## src/logic/cmp_pkg.sv

```systemverilog
package cmp_pkg;

	////////////////////////////////////////////////////////////////////////////////
	// Clock and timing.
	localparam int CLK_HZ = 25_000_000;
	localparam int CLK_PERIOD_NS = 40;
	localparam int OSC_HZ = 67_000;
	localparam int OSC_PERIOD_CYC = CLK_HZ / OSC_HZ;
	localparam int JIT_PCT = 4;
	localparam int JIT_AMP_CYC = OSC_PERIOD_CYC * JIT_PCT / 100;
	localparam int JIT_PERIOD_MS = 4;
	localparam int JIT_PERIOD_CYC = JIT_PERIOD_MS * (CLK_HZ / 1000);
	localparam int DUTY_MAX_NUM = 3;
	localparam int DUTY_MAX_SHIFT = 2;
	localparam int LEB_NS = 220;
	localparam int LEB_CYC = (LEB_NS + CLK_PERIOD_NS - 1) / CLK_PERIOD_NS;
	localparam int MIN_ON_NS = 156;
	localparam int MIN_ON_CYC = (MIN_ON_NS + CLK_PERIOD_NS - 1) / CLK_PERIOD_NS;
	localparam int SS_STEPS = 32;
	localparam int SS_STEP_BITS = 5;
	localparam int SS_STEP_US = 600;
	localparam int SS_STEP_CYC = SS_STEP_US * (CLK_HZ / 1_000_000);
	localparam int SS_TIME_MS = 20;
	localparam int SS_TIME_CYC = SS_TIME_MS * (CLK_HZ / 1000);
	localparam int BLANK_MS = 20;
	localparam int BLANK_CYC = BLANK_MS * (CLK_HZ / 1000);

	////////////////////////////////////////////////////////////////////////////////
	// Widths.
	localparam int OSC_W = 10;
	localparam int CNT_W = 20;

	////////////////////////////////////////////////////////////////////////////////
	// Types.
	typedef enum logic [4:0] {
		ST_OFF = 5'h01,
		ST_SOFT = 5'h02,
		ST_RUN = 5'h04,
		ST_BURST = 5'h08,
		ST_RESTART = 5'h10
	} cmp_mode_t;

	typedef struct packed {
		logic supply_ok;
		logic feedback_trip;
		logic peak_trip;
		logic burst_trip;
		logic feedback_low;
		logic feedback_high;
		logic blank_ext_done;
	} cmp_sense_t;

	typedef struct packed {
		logic softstart_active;
		logic normal_active;
		logic burst_active;
		logic restart_active;
		logic blank_release;
	} cmp_status_t;

	typedef struct packed {
		cmp_mode_t mode;
		logic gate;
		logic [OSC_W-1:0] osc_cnt;
		logic [OSC_W-1:0] on_cnt;
		logic [OSC_W-1:0] jit_off;
		logic jit_down;
		logic [CNT_W-1:0] jit_tmr;
		logic [SS_STEP_BITS-1:0] ss_step;
		logic [CNT_W-1:0] ss_step_tmr;
		logic [CNT_W-1:0] ss_tmr;
		logic [CNT_W-1:0] blank_cnt;
		cmp_status_t status;
	} cmp_core_state_t;

	localparam cmp_core_state_t CORE_RESET = '{mode: ST_OFF, default: '0};

endpackage

```

## src/logic/cmp_sync.sv

```systemverilog
`timescale 1ns/1ps
module cmp_sync #(
	parameter int WIDTH = 1
) (
	// Clock, reset and freeze.
	input wire logic clock,
	input wire logic reset,
	input wire logic enable,
	// Asynchronous levels in, synchronised levels out.
	input wire logic [WIDTH-1:0] async_in,
	output logic [WIDTH-1:0] sync_out
);

	typedef struct packed {
		logic [WIDTH-1:0] meta;
		logic [WIDTH-1:0] stable;
	} cmp_sync_state_t;

	cmp_sync_state_t state;
	cmp_sync_state_t next_state;

	// The first stage feeds only the second stage.
	always_comb begin
		next_state = state;
		if (enable) begin
			next_state.meta = async_in;
			next_state.stable = state.meta;
		end
	end

	always_ff @(posedge clock or posedge reset) begin
		if (reset) begin
			state <= '0;
		end else begin
			state <= next_state;
		end
	end

	assign sync_out = state.stable;

endmodule

```

## src/logic/cmp_core.sv

```systemverilog
`timescale 1ns/1ps
module cmp_core #(
	parameter int SS_STEP_CYC = cmp_pkg::SS_STEP_CYC,
	parameter int SS_TIME_CYC = cmp_pkg::SS_TIME_CYC,
	parameter int BLANK_CYC = cmp_pkg::BLANK_CYC,
	parameter int JIT_PERIOD_CYC = cmp_pkg::JIT_PERIOD_CYC
) (
	// Clock, reset and freeze.
	input wire logic clock,
	input wire logic reset,
	input wire logic enable,
	// Comparator decisions from the analog front end, asynchronous.
	input wire cmp_pkg::cmp_sense_t sense,
	// Power switch driver.
	output logic gate_drive,
	// Operating mode flags.
	output cmp_pkg::cmp_status_t status
);

	localparam int OW = cmp_pkg::OSC_W;
	localparam int CW = cmp_pkg::CNT_W;
	localparam int SW = cmp_pkg::SS_STEP_BITS;
	localparam int JIT_STEP_CYC = JIT_PERIOD_CYC / (4 * cmp_pkg::JIT_AMP_CYC);

	localparam logic [OW-1:0] NOM_PERIOD = OW'(cmp_pkg::OSC_PERIOD_CYC);
	localparam logic [OW-1:0] JIT_AMP = OW'(cmp_pkg::JIT_AMP_CYC);
	localparam logic [OW-1:0] JIT_SPAN = OW'(2 * cmp_pkg::JIT_AMP_CYC);
	localparam logic [OW-1:0] LEB_LIM = OW'(cmp_pkg::LEB_CYC);
	localparam logic [OW-1:0] MIN_ON_LIM = OW'(cmp_pkg::MIN_ON_CYC);
	localparam logic [SW-1:0] SS_LAST = SW'(cmp_pkg::SS_STEPS - 1);
	localparam logic [CW-1:0] SS_STEP_LAST = CW'(SS_STEP_CYC - 1);
	localparam logic [CW-1:0] SS_TIME_LAST = CW'(SS_TIME_CYC - 1);
	localparam logic [CW-1:0] BLANK_LAST = CW'(BLANK_CYC - 1);
	localparam logic [CW-1:0] JIT_STEP_LAST = CW'(JIT_STEP_CYC - 1);

	////////////////////////////////////////////////////////////////////////////////
	// Synchronised comparator decisions.

	logic [$bits(cmp_pkg::cmp_sense_t)-1:0] sense_sync;
	cmp_pkg::cmp_sense_t s;

	cmp_sync #(
		.WIDTH($bits(cmp_pkg::cmp_sense_t))
	) u_sense_sync (
		.clock(clock),
		.reset(reset),
		.enable(enable),
		.async_in(sense),
		.sync_out(sense_sync)
	);

	assign s = cmp_pkg::cmp_sense_t'(sense_sync);

	////////////////////////////////////////////////////////////////////////////////
	// State.

	cmp_pkg::cmp_core_state_t state;
	cmp_pkg::cmp_core_state_t next_state;

	function automatic logic is_switching(input cmp_pkg::cmp_mode_t mode);
		is_switching = (mode == cmp_pkg::ST_SOFT) || (mode == cmp_pkg::ST_RUN) ||
			(mode == cmp_pkg::ST_BURST);
	endfunction

	function automatic logic is_normal(input cmp_pkg::cmp_mode_t mode);
		is_normal = (mode == cmp_pkg::ST_RUN) || (mode == cmp_pkg::ST_BURST);
	endfunction

	////////////////////////////////////////////////////////////////////////////////
	// Period and on-time limits of the present cycle.

	logic [OW-1:0] period;
	logic [OW+1:0] max_on_prod;
	logic [OW-1:0] max_on;
	logic [OW+SW-1:0] ss_prod;
	logic [OW-1:0] ss_limit;

	// Jitter moves the period only once soft start is over.
	assign period = is_normal(state.mode) ?
		OW'(NOM_PERIOD - JIT_AMP + state.jit_off) : NOM_PERIOD;

	// The on-time window is three quarters of the period.
	assign max_on_prod = (OW+2)'(period) * (OW+2)'(cmp_pkg::DUTY_MAX_NUM);
	assign max_on = OW'(max_on_prod >> cmp_pkg::DUTY_MAX_SHIFT);

	// The soft-start limit scales the window by step over 32; step zero allows none.
	assign ss_prod = (OW+SW)'(max_on) * (OW+SW)'(state.ss_step);
	assign ss_limit = OW'(ss_prod >> SW);

	////////////////////////////////////////////////////////////////////////////////
	// Next state.

	logic osc_wrap;
	logic past_blank;
	logic duty_end;
	logic fb_end;
	logic peak_end;
	logic burst_end;
	logic soft_end;
	logic may_set;

	always_comb begin
		next_state = state;
		osc_wrap = 1'b0;
		past_blank = 1'b0;
		duty_end = 1'b0;
		fb_end = 1'b0;
		peak_end = 1'b0;
		burst_end = 1'b0;
		soft_end = 1'b0;
		may_set = 1'b0;

		// Mode sequencing.
		case (state.mode)
			cmp_pkg::ST_OFF: begin
				next_state.ss_step = '0;
				next_state.ss_step_tmr = '0;
				next_state.ss_tmr = '0;
				next_state.blank_cnt = '0;
				if (s.supply_ok) begin
					next_state.mode = cmp_pkg::ST_SOFT;
				end
			end
			cmp_pkg::ST_SOFT: begin
				if (state.ss_step_tmr == SS_STEP_LAST) begin
					next_state.ss_step_tmr = '0;
					if (state.ss_step != SS_LAST) begin
						next_state.ss_step = SW'(state.ss_step + 1'b1);
					end
				end else begin
					next_state.ss_step_tmr = CW'(state.ss_step_tmr + 1'b1);
				end
				if (state.ss_tmr == SS_TIME_LAST) begin
					next_state.mode = cmp_pkg::ST_RUN;
					next_state.ss_tmr = '0;
				end else begin
					next_state.ss_tmr = CW'(state.ss_tmr + 1'b1);
				end
			end
			cmp_pkg::ST_RUN: begin
				if (s.feedback_low || s.feedback_high) begin
					if (state.blank_cnt != BLANK_LAST) begin
						next_state.blank_cnt = CW'(state.blank_cnt + 1'b1);
					end
				end else begin
					next_state.blank_cnt = '0;
				end
				if (s.feedback_low && (state.blank_cnt == BLANK_LAST)) begin
					next_state.mode = cmp_pkg::ST_BURST;
					next_state.blank_cnt = '0;
				end
				if (s.feedback_high && state.status.blank_release && s.blank_ext_done) begin
					next_state.mode = cmp_pkg::ST_RESTART;
				end
			end
			cmp_pkg::ST_BURST: begin
				next_state.blank_cnt = '0;
				if (s.feedback_high) begin
					next_state.mode = cmp_pkg::ST_RUN;
				end
			end
			cmp_pkg::ST_RESTART: begin
				next_state.blank_cnt = '0;
			end
			default: begin
				next_state.mode = cmp_pkg::ST_OFF;
			end
		endcase

		// Losing the supply stops everything and rewinds soft start.
		if (!s.supply_ok) begin
			next_state.mode = cmp_pkg::ST_OFF;
			next_state.ss_step = '0;
			next_state.ss_step_tmr = '0;
			next_state.ss_tmr = '0;
			next_state.blank_cnt = '0;
		end

		// Triangular jitter sweep, centred while not in normal operation.
		if (is_normal(state.mode)) begin
			if (state.jit_tmr == JIT_STEP_LAST) begin
				next_state.jit_tmr = '0;
				if (state.jit_down) begin
					next_state.jit_off = OW'(state.jit_off - 1'b1);
					if (state.jit_off == OW'(1)) begin
						next_state.jit_down = 1'b0;
					end
				end else begin
					next_state.jit_off = OW'(state.jit_off + 1'b1);
					if (state.jit_off == OW'(JIT_SPAN - 1'b1)) begin
						next_state.jit_down = 1'b1;
					end
				end
			end else begin
				next_state.jit_tmr = CW'(state.jit_tmr + 1'b1);
			end
		end else begin
			next_state.jit_tmr = '0;
			next_state.jit_off = JIT_AMP;
			next_state.jit_down = 1'b0;
		end

		// Oscillator and switching latch.
		osc_wrap = state.osc_cnt >= OW'(period - 1'b1);
		past_blank = state.on_cnt >= LEB_LIM;
		duty_end = state.on_cnt >= OW'(max_on - 1'b1);
		fb_end = s.feedback_trip && past_blank && (state.on_cnt >= MIN_ON_LIM);
		peak_end = s.peak_trip && past_blank;
		burst_end = (state.mode == cmp_pkg::ST_BURST) && s.burst_trip && past_blank;
		soft_end = (state.mode == cmp_pkg::ST_SOFT) &&
			(state.on_cnt >= OW'(ss_limit - 1'b1));
		may_set = !((state.mode == cmp_pkg::ST_SOFT) && (ss_limit == '0));

		if (is_switching(state.mode) && is_switching(next_state.mode)) begin
			next_state.osc_cnt = osc_wrap ? '0 : OW'(state.osc_cnt + 1'b1);
			if (osc_wrap) begin
				next_state.gate = may_set;
				next_state.on_cnt = '0;
			end else if (state.gate) begin
				next_state.on_cnt = OW'(state.on_cnt + 1'b1);
				if (duty_end || fb_end || peak_end || burst_end || soft_end) begin
					next_state.gate = 1'b0;
				end
			end
		end else begin
			next_state.osc_cnt = '0;
			next_state.on_cnt = '0;
			next_state.gate = 1'b0;
		end

		// Flags follow the mode being entered.
		next_state.status.softstart_active = next_state.mode == cmp_pkg::ST_SOFT;
		next_state.status.normal_active = next_state.mode == cmp_pkg::ST_RUN;
		next_state.status.burst_active = next_state.mode == cmp_pkg::ST_BURST;
		next_state.status.restart_active = next_state.mode == cmp_pkg::ST_RESTART;
		// The capacitor charge is released once overload has persisted 20 ms.
		next_state.status.blank_release = (next_state.mode == cmp_pkg::ST_RUN) &&
			s.feedback_high && (next_state.blank_cnt == BLANK_LAST);
	end

	////////////////////////////////////////////////////////////////////////////////
	// Registers.

	always_ff @(posedge clock or posedge reset) begin
		if (reset) begin
			state <= cmp_pkg::CORE_RESET;
		end else if (enable) begin
			state <= next_state;
		end
	end

	assign gate_drive = state.gate;
	assign status = state.status;

endmodule

```

## config.mk

```make
export PLATFORM = sky130hd
export DESIGN_NAME = cmp_core
export DESIGN_NICKNAME = d
export VERILOG_FILES = /design/src/logic/cmp_pkg.sv /design/src/logic/cmp_sync.sv /design/src/logic/cmp_core.sv
export SDC_FILE = /design/constraint.sdc
export NUM_CORES = 1
export LEC_CHECK = 0
export BUFFER_PORTS_ARGS = -buffer_cell sky130_fd_sc_hd__buf_2
export CAP_MARGIN = 20
export CORE_MARGIN = 10
export CORE_UTILIZATION = 36
export CTS_CLUSTER_DIAMETER = 120
export DETAILED_ROUTE_END_ITERATION = 7
export PLACE_DENSITY = 0.63
export SYNTH_ARGS = -nofsm -noshare
export SYNTH_HDL_FRONTEND = slang
export SYNTH_SLANG_ARGS = --single-unit
```

## constraint.sdc

```tcl
create_clock -name clock -period 8 [get_ports clock]
set_clock_uncertainty 0.1 [all_clocks]
set_input_delay 0.4 -clock clock [delete_from_list [all_inputs] [get_ports clock]]
set_output_delay 0.4 -clock clock [all_outputs]
set_load 0.03 [all_outputs]
```

==> metrics, run 1 <==
status finished clean; drt via density ~5.4; fin crit period approximately 7700 ps; top_reg_cell synth dfrtp_1; static leakage approximately 5.8 nW; CTS tree yes; worst r2r path cells 32; Post-DP HPWL between 15000 and 20000 um; die area about 0.038 mm^2; critical path type flip-flop to flip-flop; GP Congestion 0.909; net switching power 519 uW; Rows 64; drt first-iter violations about 790; Buffers on Ports 15; Syn-to-layout area delta 17.0%; Distinct cells, synth 80; hold slack roughly 100 ps; Final nets 1479; Post-synth EDFFs 0; Largest stage delay, worst path between 500 and 600 ps; Starting Density a little over a third; GRT Overall Usage between 10 and 15%; largest net degree at the start of global routing around 70; Die W around 200 um; clk sinks ~140; # diodes 0; most frequent cells in the layout dfrtp_1 (140), nor2_1 (132), nand2_1 (128); syn_nets 1423; Internal between 1 and 1.5 mW; Pwr Total approximately 1.8 mW; Slew @ Worst Pin a little over 900 ps; Cell Area, Placed between 0.01 and 0.015 mm^2; IO Count 16; Critical Path Source Type flip-flop; Slowest-stage cell, CP fa_1; origin of the critical flop-to-flop path state[123]; hold path start sense[1]; combinational share of power around an eighth; vias 9547; Seq cells post-synth 141; fin area 0.0130 mm^2; hold endpoint u_sense_sync.state[8]; Switching Fraction 28.2%; RSZ-0062 raised after global routing true; Slew Viols, Final 0; post-route ant nets 0; synthesized area between 0.01 and 0.015 mm^2; Post-Synthesis Cells between 1000 and 1500; CTS buffer count 17; reg2reg end gate_drive; most common cell after layout, fill and taps aside dfrtp_1; die span in y 196 um; Post-synth ARST share between 90% and 100%; clock-pin slew on the worst setup and hold paths ~70 ps; clock power share a little under half; share of layout cells above drive strength 1 between 15 and 20%; Max-Cap Viols 0; Setup WS pre-CTS -108 ps; hold depth 2; sequential fraction of the synthesis area 31.7%; Seq pwr share 40.7%; Core Box Area 0.0306 mm^2; max frequency about 130 MHz; IR drop worst, VDD ~0.13 mV; Final Hold Viols 0; worst setup margin 328 ps; total gr overflow 0; Worst slew margin just under 40%; CP Capture Type flip-flop; Synth Area per Inst between 8 and 9 um^2; final period utilization around 96%; global-route wire length before repair 45900 um; clk_lat worst skew between 400 and 500 ps; maximum level of the CTS H-tree 4; worst min-delay path class input port to flip-flop; CP Data Arrival Time 7900 ps; vias in the first global route 9326; drc violations 0; # setup viols final 0; Critical Path RT about 8200 ps; Synth warnings 0; fin util 42.6%; CP max FO 5; clock root cell clkbuf_16; R2R Setup Slk approximately 330 ps; cell area power density approximately 140 mW/mm^2; drt wl/cell around 15 um; clk buf depth 2; antenna violations before repair 0; drt pass-1 iters 6; routed wire length approximately 27000 um
==> power by group through the flow <==
stage / registers, mW / logic [mW] / clock network, mW
2_1_floorplan: 0.758 / 0.156 / 0
3_3_place_gp: 0.762 / 0.217 / 0
3_5_place_dp: 0.762 / 0.222 / 0
4_1_cts: 0.749 / 0.223 / 0.880
5_1_grt: 0.752 / 0.259 / 0.910
6_report: 0.750 / 0.230 / 0.861
==> worst max path at each step <==
stage	start	end	slack (ps)	cells after the start
final	state[123]	gate_drive	330	32
after global routing	state[123]	gate_drive	-70	32
after detailed placement	state[123]	gate_drive	-110	32
after CTS	state[122]	gate_drive	5	31
after global placement	state[122]	gate_drive	90	32
after floorplan	state[91]	gate_drive	40	34
==> worst max-delay path, delay by kind of cell, from the launching register on <==
family | cells | cell delay (ps)
flops | 1 | 380
xor+xnor | 2 | 320
compound gates | 9 | 1750
fa+ha+maj | 7 | 2530
simple gates | 9 | 1920
buf+inv | 5 | 570
==> registers in the layout, indices dropped and copies added, names as in the netlist <==
| name | flops |
|---|---|
| gate_drive | 1 |
| status | 5 |
| state | 121 |
| u_sense_sync.sync_out | 7 |
| u_sense_sync.state | 7 |
==> final cells by class <==
type,instances,area (um^2)
inverter,76,290
multi-input combinational,1040,7430
timing repair buffer,90,648
tap,396,495
clock inverter,14,199
fill,2986,17600
clock buffer,18,439
sequential,141,3530
==> metal layers <==
layer	track usage, %	vias to the layer above	share of wire [%]	wire length (um)
li1	-	4716	-	-
met1	19.4	4648	49	13200
met2	22.1	157	47	12600
met3	1.89	26	3.1	828
met4	3.96	0	1.1	290
met5	0	-	0	0
==> metrics by stage <==
step           std cells  setup TNS [ps]
2_1_floorplan       1310               0
3_3_place_gp        1722               0
3_5_place_dp        1723            -108
4_1_cts             1756               0
5_1_grt             1775           -69.4
6_report            1775               0
==> logic make-up (layout without fill, tap and decap cells) <==
logic type / Yosys count / count (layout) / synth area share [%]
AND/OR/NAND/NOR: 553 / 553 / 24.8
AO/OA/AOI/OAI: 258 / 258 / 15.4
adder cells (fa/ha/maj): 103 / 103 / 13.1
buffers and inverters: 129 / 198 / 4.53
multiplexers: 23 / 23 / 2.28
flip-flops: 141 / 141 / 31.7
XOR/XNOR: 103 / 103 / 8.17
==> Yosys cell counts (all sizes together), types with 20 or more instances <==
library cell	n	area, um^2
and3	30	188
xor2	59	524
nand4	29	181
dfrtp	140	3500
nor2	137	514
o21ai	89	457
ha	80	1000
and2	38	238
clkbuf	43	161
nand2	129	484
a21oi	52	264
xnor2	44	385
or3	20	130
nor3	27	150
inv	75	282
fa	23	460
nand3	63	320
==> repair_timing <==
action / in CTS / in global routing
resized for setup: 3 / 64
pin swaps: 1 / 44
hold buffers: 1 / 0
setup buffers: 0 / 19
endpoints found under the setup margin: 1 / 1
hold endpoints to repair: 28 / 0
Power figures use the tool's default switching activity.
==> run 2: changes to the inputs <==
--- a/config.mk
+++ b/config.mk
@@ -8,10 +8,10 @@
 export BUFFER_PORTS_ARGS = -buffer_cell sky130_fd_sc_hd__buf_2
 export CAP_MARGIN = 20
 export CORE_MARGIN = 10
-export CORE_UTILIZATION = 36
+export CORE_UTILIZATION = 40
 export CTS_CLUSTER_DIAMETER = 120
 export DETAILED_ROUTE_END_ITERATION = 7
-export PLACE_DENSITY = 0.63
+export PLACE_DENSITY = 0.68
 export SYNTH_ARGS = -nofsm -noshare
 export SYNTH_HDL_FRONTEND = slang
 export SYNTH_SLANG_ARGS = --single-unit
==> metrics, run 2 (same netlist as run 1, synthesis figures left out) <==
status finished clean; vias in the first global route 9044 (-3.0%); die span in y 187 um (-4.6%); critical path type flip-flop to flip-flop; clock-pin slew on the worst setup and hold paths 70 ps (about the same); reg2reg end gate_drive; IR drop worst, VDD 0.170 mV (+27%); max frequency 129 MHz (-1.0%); fin crit period 7750 ps (+79.2 ps); most common cell after layout, fill and taps aside dfrtp_1; Max-Cap Viols 0 (unchanged); clk_lat worst skew 440 ps (about the same); Final Hold Viols 0 (unchanged); global-route wire length before repair 44200 um (-3.5%); Slew @ Worst Pin 886 ps (-18.7 ps); Rows 61 (-4.7%); hold path start sense[0]; routed wire length 26200 um (-2.6%); hold depth 2 (unchanged); Critical Path Source Type flip-flop; drt first-iter violations 701 (-11%); static leakage 5.74 nW (-1.6%); antenna violations before repair 0 (unchanged); clk buf depth 2 (unchanged); drt pass-1 iters 5 (-1); largest net degree at the start of global routing 72 (unchanged); Syn-to-layout area delta 15.8%; Biggest register state; drc violations 0 (unchanged); Buffers on Ports 15 (unchanged); clk sinks 141 (unchanged); drt wl/cell 15.0 um (-0.90%); GP Congestion 0.898 (-1.1%); vias 9450 (-1.0%); IO Count 16 (unchanged); worst min-delay path class input port to flip-flop; Core Box Area 0.0276 mm^2 (-9.7%); origin of the critical flop-to-flop path state[123]; Worst slew margin 40.7% (+1.0 points); most frequent cells in the layout dfrtp_1 (139), nor2_1 (131), nand2_1 (128); final period utilization 96.9% (+0.99 points); Die W 187 um (-4.6%); CP max FO 3 (-2); CP Capture Type flip-flop; Slew Viols, Final 0 (unchanged); Cell Area, Placed 0.0119 mm^2 (-0.66%); total gr overflow 0 (unchanged); drt via density 5.42 (+0.74%); fin area 0.0129 mm^2 (-1.1%); post-route ant nets 0 (unchanged); die area 0.0349 mm^2 (-9.0%); Final nets 1465 (-0.95%); Post-DP HPWL 19200 um (-2.1%); CTS tree yes; CTS buffer count 17 (unchanged); Largest register FFs 121 (unchanged); clock root cell clkbuf_16; # setup viols final 0 (unchanged); worst r2r path cells 32 (unchanged); cell area power density 143 mW/mm^2 (+0.90%); Pwr Total 1.84 mW (-0.17%); GRT Overall Usage 14.7% (+0.75 points); Slowest-stage cell, CP fa_1; hold endpoint u_sense_sync.state[7]; maximum level of the CTS H-tree 4 (unchanged); Largest stage delay, worst path 520 ps (-30 ps); Starting Density 40.3% (+3.9 points); share of layout cells above drive strength 1 14.4% (-1.4 points); R2R Setup Slk 250 ps (-80 ps); CP Data Arrival Time 7990 ps (+90 ps); Critical Path RT 8240 ps (about the same)
run 2: worst max-delay path by stage:
stage | from | cells past startpoint | slack (ps) | end
global route | state[123] | 30 | -90 | gate_drive
CTS | state[122] | 31 | 0.5 | gate_drive
finish | state[123] | 32 | 250 | gate_drive
global placement | state[122] | 31 | 40 | gate_drive
detailed placement | state[122] | 32 | -80 | gate_drive
floorplan | state[91] | 34 | 40 | gate_drive
run 2: area by class of cell:
class	count	area, um^2
fill	2667	14700
multi-input combinational	1040	7420
sequential	141	3530
timing repair buffer	76	547
tap	378	473
clock buffer	18	429
inverter	76	290
clock inverter	14	199
antenna	1	2.50
run 2: power breakdown:
group          switching (mW)  internal, mW  leakage [nW]
sequential             0.0189         0.731          1.92
combinational           0.152        0.0819          3.52
clock                   0.350         0.504         0.301
run 2: through the flow:
stage               instances  worst slack [ps]  hold slack, ps  utilization [%]  setup TNS, ps
floorplan                1310              35.6             344                -              0
global placement         1695              36.4             359             42.9              0
global route             1743             -93.8            91.1             46.7          -93.8
finish                   1744               249            93.9             46.7              0
detailed placement       1697             -79.9             368             42.9          -79.9
CTS                      1730             0.481            77.0             45.4              0
run 2: layer usage:
metal / wire length [um] / global-route usage [%] / vias up
met5: 0 / 0 / -
met1: 12700 / 20.3 / 4536
li1: - / - / 4701
met3: 1040 / 2.82 / 27
met4: 307 / 3.60 / 0
met2: 12200 / 23.2 / 186
run 2: what timing repair did:
action	CTS	global route
setup buffers	0	13
gates resized for setup	7	55
endpoints found under the setup margin	1	1
hold buffers	1	0
endpoints found under the hold margin	49	0
pin swaps	3	26
run 2: worst max-delay path, delay by kind of cell, from the launching register on:
kind	cells	cell delay, ps
AO/OA/AOI/OAI	15	2890
adder cells (fa/ha/maj)	7	2350
AND/OR/NAND/NOR	7	1640
flip-flops	1	380
XOR/XNOR	1	160
buffers and inverters	2	120
